[config.mk]
export PLATFORM = sky130hd
export DESIGN_NAME = acqc_ctrl
export DESIGN_NICKNAME = d
export VERILOG_FILES = /design/src/acqc_tad_gen.v /design/src/acqc_ctrl.v
export VERILOG_INCLUDE_DIRS = /design/src
export SDC_FILE = /design/constraint.sdc
export NUM_CORES = 1
export LEC_CHECK = 0
export BUFFER_PORTS_ARGS = -buffer_cell sky130_fd_sc_hd__buf_2
export CORE_UTILIZATION = 50
export DETAILED_ROUTE_END_ITERATION = 10
export PLACE_DENSITY = 0.77
export SYNTH_ARGS = -nofsm -noshare
export SYNTH_HDL_FRONTEND = slang
export SYNTH_SLANG_ARGS = --single-unit
export TNS_END_PERCENT = 20
[constraint.sdc]
create_clock -name sys_clk -period 5 [get_ports sys_clk]
set_clock_uncertainty 0.15 [all_clocks]
set_input_delay 0.25 -clock sys_clk [delete_from_list [all_inputs] [get_ports sys_clk]]
set_output_delay 0.25 -clock sys_clk [all_outputs]
set_load 0.01 [all_outputs]
[src/acqc_map.vh]
`ifndef ACQC_MAP_VH
`define ACQC_MAP_VH

// register byte offsets on the avalon slave
`define ACQC_OFS_CTRL_ZERO 8'h00
`define ACQC_OFS_CTRL_TWO 8'h04
`define ACQC_OFS_STATUS 8'h08
`define ACQC_OFS_ANA_SEL_LOW 8'h0C
`define ACQC_OFS_ANA_SEL_HIGH 8'h10
`define ACQC_OFS_PORT_A_DIR 8'h14
`define ACQC_OFS_PORT_E_DIR 8'h18
`define ACQC_OFS_PORT_A_READ 8'h1C
`define ACQC_OFS_PORT_E_READ 8'h20
`define ACQC_OFS_RESULT 8'h24
`define ACQC_OFS_CHAN_SEL 8'h28

// converter_ctrl_zero fields
`define ACQC_BIT_ENABLE 0
`define ACQC_BIT_GO 1
`define ACQC_BIT_CONTINUOUS 2

// converter_ctrl_two fields
`define ACQC_CLK_SEL_LSB 0
`define ACQC_CLK_SEL_MSB 2
`define ACQC_ACQ_SEL_LSB 3
`define ACQC_ACQ_SEL_MSB 6

// status fields
`define ACQC_BIT_BUSY 0
`define ACQC_BIT_DONE 1

// reset values
`define ACQC_RST_CTRL_ZERO 8'h00
`define ACQC_RST_CTRL_TWO 8'h00
`define ACQC_RST_ANA_SEL 9'h000
`define ACQC_RST_PORT_A_DIR 8'hFF
`define ACQC_RST_PORT_E_DIR 3'h7
`define ACQC_RST_CHAN_SEL 4'h0

// timing counts in conversion clock periods or system clocks
`define ACQC_CONV_TADS 4'hC
`define ACQC_POST_WAIT_TADS 4'h2
`define ACQC_INSTR_CYCLE_CLKS 4'h4
`define ACQC_RC_DIV_FOUR 7'h03

`endif

[src/acqc_tad_gen.v]
`timescale 1ns/1ps
`default_nettype none

`include "acqc_map.vh"

module acqc_tad_gen
(
    // clock and synchronised reset
    input wire sys_clk,
    input wire rst_sync_n,
    // control
    input wire run,
    input wire [2:0] conv_clk_sel,
    input wire rc_tick,
    // one pulse per conversion clock period
    output reg tad_tick
);

    reg [6:0] div_q; // period counter
    reg [6:0] div_d;
    reg [6:0] term; // last count of the period
    reg src_event; // one count source event
    reg [2:0] exp_w; // power of two for oscillator dividers
    reg tick_d;

    // decode the select code into a source and a terminal count
    always @*
    begin
        exp_w = {sel_hi(conv_clk_sel), 1'b0} + {2'b00, conv_clk_sel[2]} + 3'h1;
        if (conv_clk_sel[1:0] == 2'b11)
        begin
            // internal rc source, divided by four or taken direct
            src_event = rc_tick;
            term = conv_clk_sel[2] ? 7'h00 : `ACQC_RC_DIV_FOUR;
        end
        else
        begin
            // oscillator source, 2 up to 64 periods
            src_event = 1'b1;
            term = (7'h01 << exp_w) - 7'h01;
        end
    end

    // low bits of the code, doubled at the call site
    function [1:0] sel_hi;
        input [2:0] sel;
        begin
            sel_hi = sel[1:0];
        end
    endfunction

    // count source events, wrap at the terminal count
    always @*
    begin
        div_d = div_q;
        tick_d = 1'b0;
        if (!run)
        begin
            div_d = 7'h00;
        end
        else if (src_event)
        begin
            if (div_q >= term)
            begin
                div_d = 7'h00;
                tick_d = 1'b1;
            end
            else
            begin
                div_d = div_q + 7'h01;
            end
        end
    end

    // divider state
    always @(posedge sys_clk or negedge rst_sync_n)
    begin
        if (!rst_sync_n)
        begin
            div_q <= 7'h00;
            tad_tick <= 1'b0;
        end
        else
        begin
            div_q <= div_d;
            tad_tick <= tick_d;
        end
    end

endmodule // acqc_tad_gen

`default_nettype wire

[src/acqc_ctrl.v]
// Operation
// - select 0000: go ends sampling at once, then converts
// - acq_time_sel is bits 6:3, resets 0000
// - nonzero select samples then converts automatically
// - no status shows acquisition end or start
// - one conversion takes exactly 12 bit periods
// - clock select picks oscillator divider or rc
// - select 0000 delays start one instruction cycle
// - sleep conversions are single-shot only
// - port read returns 0 on analog pins
// - conversion ignores analog select and direction
// - output pins convert their driven digital level
// - select 0010 samples for 4 bit periods
// - after end or abort wait 2 periods, resample
// - clearing go aborts without done flag
`timescale 1ns/1ps
`default_nettype none

`include "acqc_map.vh"

module acqc_ctrl
(
    // clock and reset
    input wire sys_clk,
    input wire rst_n,
    // avalon-mm slave
    input wire [7:0] avs_address,
    input wire avs_read,
    input wire avs_write,
    input wire [31:0] avs_writedata,
    input wire [3:0] avs_byteenable,
    output reg [31:0] avs_readdata,
    output reg avs_waitrequest,
    // core state and internal rc oscillator
    input wire sleep_mode,
    input wire rc_osc_in,
    // port pins
    input wire [7:0] port_a_pin,
    input wire [2:0] port_e_pin,
    output reg [7:0] port_a_oe,
    output reg [2:0] port_e_oe,
    // analog front end
    input wire cmp_above,
    output reg sample_en,
    output reg [3:0] chan_sel,
    output reg [9:0] dac_code,
    output reg converter_done_flag
);

    // fsm states
    localparam [2:0] ST_IDLE = 3'h0;
    localparam [2:0] ST_DELAY = 3'h1;
    localparam [2:0] ST_ACQ = 3'h2;
    localparam [2:0] ST_CONV = 3'h3;
    localparam [2:0] ST_WAIT = 3'h4;

    // reset synchroniser
    reg rst_s1_q;
    reg rst_sync_n;

    // pin synchronisers, three stages plus agreed value
    reg [11:0] pin_s1_q;
    reg [11:0] pin_s2_q;
    reg [11:0] pin_s3_q;
    reg [11:0] pin_q;
    reg rc_prev_q; // agreed rc level, last cycle
    reg rc_tick_q; // rising edge of agreed rc level

    // software registers
    reg enable_q;
    reg go_q;
    reg continuous_q;
    reg [2:0] conv_clk_sel_q;
    reg [3:0] acq_time_sel_q;
    reg [8:0] analog_sel_q;
    reg [7:0] port_a_direction_q;
    reg [2:0] port_e_direction_q;
    reg [9:0] result_q;

    // control state
    reg [2:0] state_q;
    reg [2:0] state_d;
    reg [4:0] cnt_q; // bit periods or clocks in a phase
    reg [4:0] cnt_d;
    reg [9:0] mask_q; // successive approximation trial bit
    reg [9:0] mask_d;
    reg [9:0] code_d;
    reg [9:0] result_d;
    reg go_clr; // hardware clears go
    reg done_set; // conversion completed
    reg tad_tick;

    // bus decode
    reg [31:0] rdata_d;
    wire bus_req = avs_read | avs_write;
    wire wr_now = avs_write & ~avs_waitrequest & avs_byteenable[0];
    wire [7:0] wd = avs_writedata[7:0];
    wire [7:0] port_a_read = pin_q[7:0] & ~{3'h0, analog_sel_q[4:0]};
    wire [2:0] port_e_read = pin_q[10:8] & ~analog_sel_q[7:5];

    // reset release through two flip-flops
    always @(posedge sys_clk or negedge rst_n)
    begin
        if (!rst_n)
        begin
            rst_s1_q <= 1'b0;
            rst_sync_n <= 1'b0;
        end
        else
        begin
            rst_s1_q <= 1'b1;
            rst_sync_n <= rst_s1_q;
        end
    end

    // pins and rc clock pass three stages, a change counts when 2 and 3 agree
    always @(posedge sys_clk or negedge rst_sync_n)
    begin
        if (!rst_sync_n)
        begin
            pin_s1_q <= 12'h000;
            pin_s2_q <= 12'h000;
            pin_s3_q <= 12'h000;
            pin_q <= 12'h000;
            rc_prev_q <= 1'b0;
            rc_tick_q <= 1'b0;
        end
        else
        begin
            pin_s1_q <= {rc_osc_in, port_e_pin, port_a_pin};
            pin_s2_q <= pin_s1_q;
            pin_s3_q <= pin_s2_q;
            // agreed bits follow, disagreeing bits hold
            pin_q <= (pin_s2_q & pin_s3_q) | (pin_q & (pin_s2_q ^ pin_s3_q));
            rc_prev_q <= pin_q[11];
            rc_tick_q <= pin_q[11] & ~rc_prev_q;
        end
    end

    // conversion clock period generator
    acqc_tad_gen u_tad_gen
    (
        .sys_clk(sys_clk),
        .rst_sync_n(rst_sync_n),
        .run(state_q != ST_IDLE && state_q != ST_DELAY),
        .conv_clk_sel(conv_clk_sel_q),
        .rc_tick(rc_tick_q),
        .tad_tick(tad_tick)
    );

    // conversion sequencer
    always @*
    begin
        state_d = state_q;
        cnt_d = cnt_q;
        mask_d = mask_q;
        code_d = dac_code;
        result_d = result_q;
        go_clr = 1'b0;
        done_set = 1'b0;
        case (state_q)
            ST_IDLE:
            begin
                // conversion proceeds whatever the pin settings are
                if (enable_q && go_q)
                begin
                    cnt_d = 5'h00;
                    if (acq_time_sel_q == 4'h0)
                    begin
                        // sampling stops now, start held one instruction cycle
                        state_d = ST_DELAY;
                    end
                    else
                    begin
                        state_d = ST_ACQ;
                    end
                end
            end
            ST_DELAY:
            begin
                // one instruction cycle of system clocks
                if (!go_q || !enable_q)
                begin
                    state_d = ST_IDLE;
                end
                else if (cnt_q == {1'b0, `ACQC_INSTR_CYCLE_CLKS} - 5'h01)
                begin
                    state_d = ST_CONV;
                    cnt_d = 5'h00;
                    mask_d = 10'h200;
                    code_d = 10'h200;
                end
                else
                begin
                    cnt_d = cnt_q + 5'h01;
                end
            end
            ST_ACQ:
            begin
                // two bit periods per select step, 0010 gives 4
                if (!go_q || !enable_q)
                begin
                    state_d = ST_IDLE;
                end
                else if (tad_tick)
                begin
                    if (cnt_q == {acq_time_sel_q, 1'b0} - 5'h01)
                    begin
                        state_d = ST_CONV; // automatic start
                        cnt_d = 5'h00;
                        mask_d = 10'h200;
                        code_d = 10'h200;
                    end
                    else
                    begin
                        cnt_d = cnt_q + 5'h01;
                    end
                end
            end
            ST_CONV:
            begin
                if (!go_q || !enable_q)
                begin
                    // abort, no done flag
                    state_d = ST_WAIT;
                    cnt_d = 5'h00;
                end
                else if (tad_tick)
                begin
                    if (cnt_q == {1'b0, `ACQC_CONV_TADS} - 5'h01)
                    begin
                        // twelfth period ends the conversion
                        result_d = dac_code;
                        done_set = 1'b1;
                        // sleep forces single-shot
                        go_clr = ~continuous_q | sleep_mode;
                        state_d = ST_WAIT;
                        cnt_d = 5'h00;
                    end
                    else
                    begin
                        if (cnt_q != 5'h00 && mask_q != 10'h000)
                        begin
                            // keep or drop the trial bit, try the next
                            code_d = (cmp_above ? dac_code : (dac_code & ~mask_q))
                                | (mask_q >> 1);
                            mask_d = mask_q >> 1;
                        end
                        cnt_d = cnt_q + 5'h01;
                    end
                end
            end
            ST_WAIT:
            begin
                // two bit periods before sampling resumes
                if (tad_tick)
                begin
                    if (cnt_q == {1'b0, `ACQC_POST_WAIT_TADS} - 5'h01)
                    begin
                        state_d = ST_IDLE;
                        cnt_d = 5'h00;
                    end
                    else
                    begin
                        cnt_d = cnt_q + 5'h01;
                    end
                end
            end
            default:
            begin
                state_d = ST_IDLE;
                cnt_d = 5'h00;
            end
        endcase
    end

    // sequencer and front end registers
    always @(posedge sys_clk or negedge rst_sync_n)
    begin
        if (!rst_sync_n)
        begin
            state_q <= ST_IDLE;
            cnt_q <= 5'h00;
            mask_q <= 10'h000;
            dac_code <= 10'h000;
            result_q <= 10'h000;
            sample_en <= 1'b0;
        end
        else
        begin
            state_q <= state_d;
            cnt_q <= cnt_d;
            mask_q <= mask_d;
            dac_code <= code_d;
            result_q <= result_d;
            // sampling while idle or acquiring
            sample_en <= enable_q & (state_d == ST_IDLE || state_d == ST_ACQ)
                & ~(state_d == ST_IDLE && go_q && acq_time_sel_q == 4'h0);
        end
    end

    // software registers; software writes to go win over the hardware clear
    always @(posedge sys_clk or negedge rst_sync_n)
    begin
        if (!rst_sync_n)
        begin
            enable_q <= 1'b0;
            go_q <= 1'b0;
            continuous_q <= 1'b0;
            conv_clk_sel_q <= 3'h0;
            acq_time_sel_q <= 4'h0;
            analog_sel_q <= `ACQC_RST_ANA_SEL;
            port_a_direction_q <= `ACQC_RST_PORT_A_DIR;
            port_e_direction_q <= `ACQC_RST_PORT_E_DIR;
            chan_sel <= `ACQC_RST_CHAN_SEL;
            converter_done_flag <= 1'b0;
        end
        else
        begin
            // hardware events first
            if (go_clr || !enable_q)
            begin
                go_q <= 1'b0;
            end
            if (wr_now)
            begin
                case (avs_address)
                    `ACQC_OFS_CTRL_ZERO:
                    begin
                        enable_q <= wd[`ACQC_BIT_ENABLE];
                        go_q <= wd[`ACQC_BIT_GO] & wd[`ACQC_BIT_ENABLE];
                        continuous_q <= wd[`ACQC_BIT_CONTINUOUS];
                    end
                    `ACQC_OFS_CTRL_TWO:
                    begin
                        conv_clk_sel_q <= wd[`ACQC_CLK_SEL_MSB:`ACQC_CLK_SEL_LSB];
                        acq_time_sel_q <= wd[`ACQC_ACQ_SEL_MSB:`ACQC_ACQ_SEL_LSB];
                    end
                    `ACQC_OFS_ANA_SEL_LOW: analog_sel_q[7:0] <= wd;
                    `ACQC_OFS_ANA_SEL_HIGH: analog_sel_q[8] <= wd[0];
                    `ACQC_OFS_PORT_A_DIR: port_a_direction_q <= wd;
                    `ACQC_OFS_PORT_E_DIR: port_e_direction_q <= wd[2:0];
                    `ACQC_OFS_CHAN_SEL: chan_sel <= wd[3:0];
                    default:
                    begin
                        // unmapped or read-only, ignored
                    end
                endcase
            end
            // done flag: write one clears, a new completion wins
            if (done_set)
            begin
                converter_done_flag <= 1'b1;
            end
            else if (wr_now && avs_address == `ACQC_OFS_STATUS && wd[`ACQC_BIT_DONE])
            begin
                converter_done_flag <= 1'b0;
            end
        end
    end

    // read mux; status shows go and done only, never the phase
    always @*
    begin
        rdata_d = 32'h00000000;
        case (avs_address)
            `ACQC_OFS_CTRL_ZERO: rdata_d[2:0] = {continuous_q, go_q, enable_q};
            `ACQC_OFS_CTRL_TWO: rdata_d[6:0] = {acq_time_sel_q, conv_clk_sel_q};
            `ACQC_OFS_STATUS: rdata_d[1:0] = {converter_done_flag, go_q};
            `ACQC_OFS_ANA_SEL_LOW: rdata_d[7:0] = analog_sel_q[7:0];
            `ACQC_OFS_ANA_SEL_HIGH: rdata_d[0] = analog_sel_q[8];
            `ACQC_OFS_PORT_A_DIR: rdata_d[7:0] = port_a_direction_q;
            `ACQC_OFS_PORT_E_DIR: rdata_d[2:0] = port_e_direction_q;
            `ACQC_OFS_PORT_A_READ: rdata_d[7:0] = port_a_read;
            `ACQC_OFS_PORT_E_READ: rdata_d[2:0] = port_e_read;
            `ACQC_OFS_RESULT: rdata_d[9:0] = result_q;
            `ACQC_OFS_CHAN_SEL: rdata_d[3:0] = chan_sel;
            default: rdata_d = 32'h00000000; // unmapped reads zero
        endcase
    end

    // one wait cycle per access, data captured while waitrequest is high
    always @(posedge sys_clk or negedge rst_sync_n)
    begin
        if (!rst_sync_n)
        begin
            avs_waitrequest <= 1'b1;
            avs_readdata <= 32'h00000000;
            port_a_oe <= 8'h00;
            port_e_oe <= 3'h0;
        end
        else
        begin
            avs_waitrequest <= ~(bus_req & avs_waitrequest);
            if (avs_read && avs_waitrequest)
            begin
                avs_readdata <= rdata_d;
            end
            // cleared direction bit drives the pin
            port_a_oe <= ~port_a_direction_q;
            port_e_oe <= ~port_e_direction_q;
        end
    end

endmodule // acqc_ctrl

`default_nettype wire

==> out/results.tsv <==
stage	metric	value	unit
synthesis	yosys_warnings	0	
global_route	grt_usage	0.219	
global_route	grtUsageMet1	0.287	
synthesis	async_reset_ff_frac	1.00	
drt	drtPass1Iterations	5	
sta	hold-worst-slack	0.0747	ns
layout	final_cell_mix	dfrtp_1 (143), buf_2 (72), nand2_1 (51)	
synthesis	yosysSeqAreaShare	0.540	
worst_setup_path	cp_max_fo	10	
placement	place.detailed.hpwl	10600	um
sta	worst_pin_slew	0.968	ns
cts	post_cts_resized	0	
floorplanning	io_pins	122	
drt	wl	15400	um
floorplanning	initial_core_util	0.517	
cts	htreeDepth	4	
layout	drive_above_1_share	0.221	
placement	dp_cells	866	
layout	final_core_util	0.605	
sta	slew_violations	0	
synthesis	synth_edf_count	0	
global_route	use_met2	0.350	
drt	wl_per_cell	16.6	um
cts	numClockSinks	156	
drt	ant_nets	0	
synthesis	synth_top_area_share	0.497	
pwr	p_leak	0.00407	uW
pwr	power_density	329	mW/mm2
synthesis	synth_cells	638	
synthesis	netlist_area	0.00725	mm2
sta	relSlewSlack	0.346	
worst_setup_path	cp-start-kind	flip-flop	
floorplanning	num_rows	43	
global_route	grt_max_degree	153	
layout	layout.nets	824	
sta	period_share	0.663	
worst_hold_path	hp-class	input pin to flip-flop	
cts	tritoncts	done	
cts	cts_root_buf	clkbuf_16	
floorplanning	die-area	0.0150	mm2
cts	holdBufCountCts	25	
layout	fin_cells	923	
worst_setup_path	end_kind	flip-flop	
global_route	top_usage_layer	met2	
floorplanning	die_h	122	um
sta	fin_crit	3.31	ns
synthesis	ys.flop_type	dfrtp_1	
run_status	status	finished clean	
drt	vias_per_cell	5.66	
worst_hold_path	holdPathStages	4	
cts	cts.path.max_buffers	2	
layout	antenna_cells	0	
floorplanning	die_w	122	um
run	drv_cap	0	
drt	vias	5223	
synthesis	synthDistinctLibCells	68	
sta	report.final.hold_viol_count	0	
global_route	grt_util_met3	0.0581	
drt	drt_iter0_drc	563	
cts	cts_inserted_buffers	17	
worst_setup_path	rr_worst_depth	12	
synthesis	avgSynthCellArea	11.4	um2
global_route	grt_pass1_wl	25000	um
cts	post-cts-setup-buffers	0	
floorplanning	core	0.0140	mm2
global_route	grt_pass1_vias	5045	
drt	drc	0	
global_route	antenna_found_initial	0	
synthesis	synth-seq-cells	156	
placement	routabilityCongestion	0.910	
worst_setup_path	crit_type	flip-flop to flip-flop	
sta	tns	0	ns
synthesis	synth_area_leaders	dfrtp_1 (50%), mux2_2 (5.7%), ha_1 (5.5%)	
sta	rsz0062_at_grt	false	
cts	cts.clk_slew.worst_paths	0.06	ns
global_route	gr-total-overflow	0	
placement	io_buffers	72	
layout	final_common_cell	dfrtp_1	
cts	clk_latency	0.43	ns
worst_setup_path	crit_required	5.19	ns
sta	finalSetupViolations	0	
worst_setup_path	cp_data_arrival_time	3.50	ns
layout	syn_to_final_growth	17.1	%
sta	max_freq	302	MHz
synthesis	yosys.area.top_type	dfrtp_1	
pwr	ir_drop	228	uV
report_power, final:
| part | leakage, uW | internal (uW) | total (uW) | switching (uW) |
|---|---|---|---|---|
| combinational | 0.00178 | 72.2 | 175 | 102 |
| sequential | 0.00200 | 1310 | 1330 | 26.2 |
| clock | 0.000287 | 760 | 1290 | 529 |
| total | 0.00407 | 2140 | 2800 | 657 |
per-stage QoR:
| stage | cell area (um2) | power (uW) | setup slack [ns] |
|---|---|---|---|
| 3_5_place_dp | 7650 | 1510 | 1.74 |
| 5_1_grt | 8490 | 2900 | 1.44 |
| 2_1_floorplan | 7330 | 1470 | 0.202 |
| 4_1_cts | 8490 | 2820 | 1.71 |
| 6_report | 8490 | 2800 | 1.69 |
| 3_3_place_gp | 7650 | 1500 | 1.88 |
cell families (layout without fill, tap and decap cells):
| group | count (synthesis) | count (layout) | synth area share |
|---|---|---|---|
| adders and majority gates | 32 | 32 | 0.0552 |
| DFF | 156 | 156 | 0.540 |
| buffers and inverters | 70 | 154 | 0.0528 |
| and+or+nand+nor | 169 | 169 | 0.127 |
| other | 2 | 23 | 0.00104 |
| muxes | 50 | 50 | 0.0759 |
| xor gates and xnor gates | 9 | 9 | 0.0109 |
| AOI/OAI and AO/OA | 150 | 150 | 0.137 |
flip-flops by register name, summed over array words and instances (netlist names), 5 cells and up:
| register | flops |
|---|---|
| mask_q | 10 |
| port_a_oe | 8 |
| result_q | 10 |
| cnt_q | 5 |
| pin_q | 12 |
| pin_s1_q | 12 |
| u_tad_gen.div_q | 7 |
| pin_s3_q | 12 |
| avs_readdata | 10 |
| port_a_direction_q | 8 |
| analog_sel_q | 9 |
| dac_code | 10 |
| pin_s2_q | 12 |
layer usage:
metal | wire length [um] | part of all wire
met5 | 0 | 0
met4 | 238 | 0.015
met3 | 744 | 0.048
met2 | 7630 | 0.50
met1 | 6750 | 0.44
area by class of cell:
type / instances / area (um2)
Fill cell: 1116 / 5550
Sequential cell: 156 / 3920
Multi-Input combinational cell: 433 / 3030
Timing Repair Buffer: 98 / 631
Clock buffer: 19 / 443
Tap cell: 180 / 225
Clock inverter: 13 / 153
Inverter: 24 / 90.1
synth_stat cells, types with 3 or more instances:
| library cell | number |
|---|---|
| a21o_1 | 16 |
| a21oi_1 | 29 |
| a22o_1 | 11 |
| a22oi_1 | 8 |
| a31oi_1 | 7 |
| and3_1 | 4 |
| buf_2 | 12 |
| buf_4 | 22 |
| buf_6 | 3 |
| clkbuf_1 | 9 |
| dfrtp_1 | 144 |
| dfstp_2 | 12 |
| ha_1 | 32 |
| inv_1 | 24 |
| mux2_1 | 3 |
| mux2_2 | 37 |
| mux2i_1 | 10 |
| nand2_1 | 51 |
| nand2b_1 | 18 |
| nand3_1 | 13 |
| nand3b_1 | 5 |
| nand4_1 | 4 |
| nor2_1 | 30 |
| nor2b_1 | 6 |
| nor3_1 | 11 |
| nor4b_1 | 3 |
| o21ai_0 | 39 |
| o22ai_1 | 7 |
| o2bb2ai_1 | 9 |
| or3_1 | 3 |
| xnor2_1 | 6 |
| xor2_1 | 3 |
final timing paths:
kind,startpoint,to,slack [ns]
setup / recovery,conv_clk_sel_q[0],u_tad_gen.div_q[4],1.69
hold / removal,sleep_mode,go_q,0.07
setup reg to reg,conv_clk_sel_q[0],u_tad_gen.div_q[4],1.69
hold reg to reg,pin_s1_q[5],pin_s2_q[5],0.20
max in group asynchronous,rst_sync_n,rc_tick_q,3.80
min in group asynchronous,rst_sync_n,pin_q[7],0.30
critical path, stage by stage (launching register included):
cell      delay [ns]
dfrtp_1         0.51
inv_1           0.15
ha_1            0.24
nor2_1          0.17
xor2_1          0.17
nor2_1          0.06
a211o_1         0.29
ha_1            0.33
a41o_1          0.25
a21oi_1         0.10
o21ai_0         0.18
or4_1           0.53
o211ai_1        0.10
Note: power is estimated with default switching activity, not from simulation.
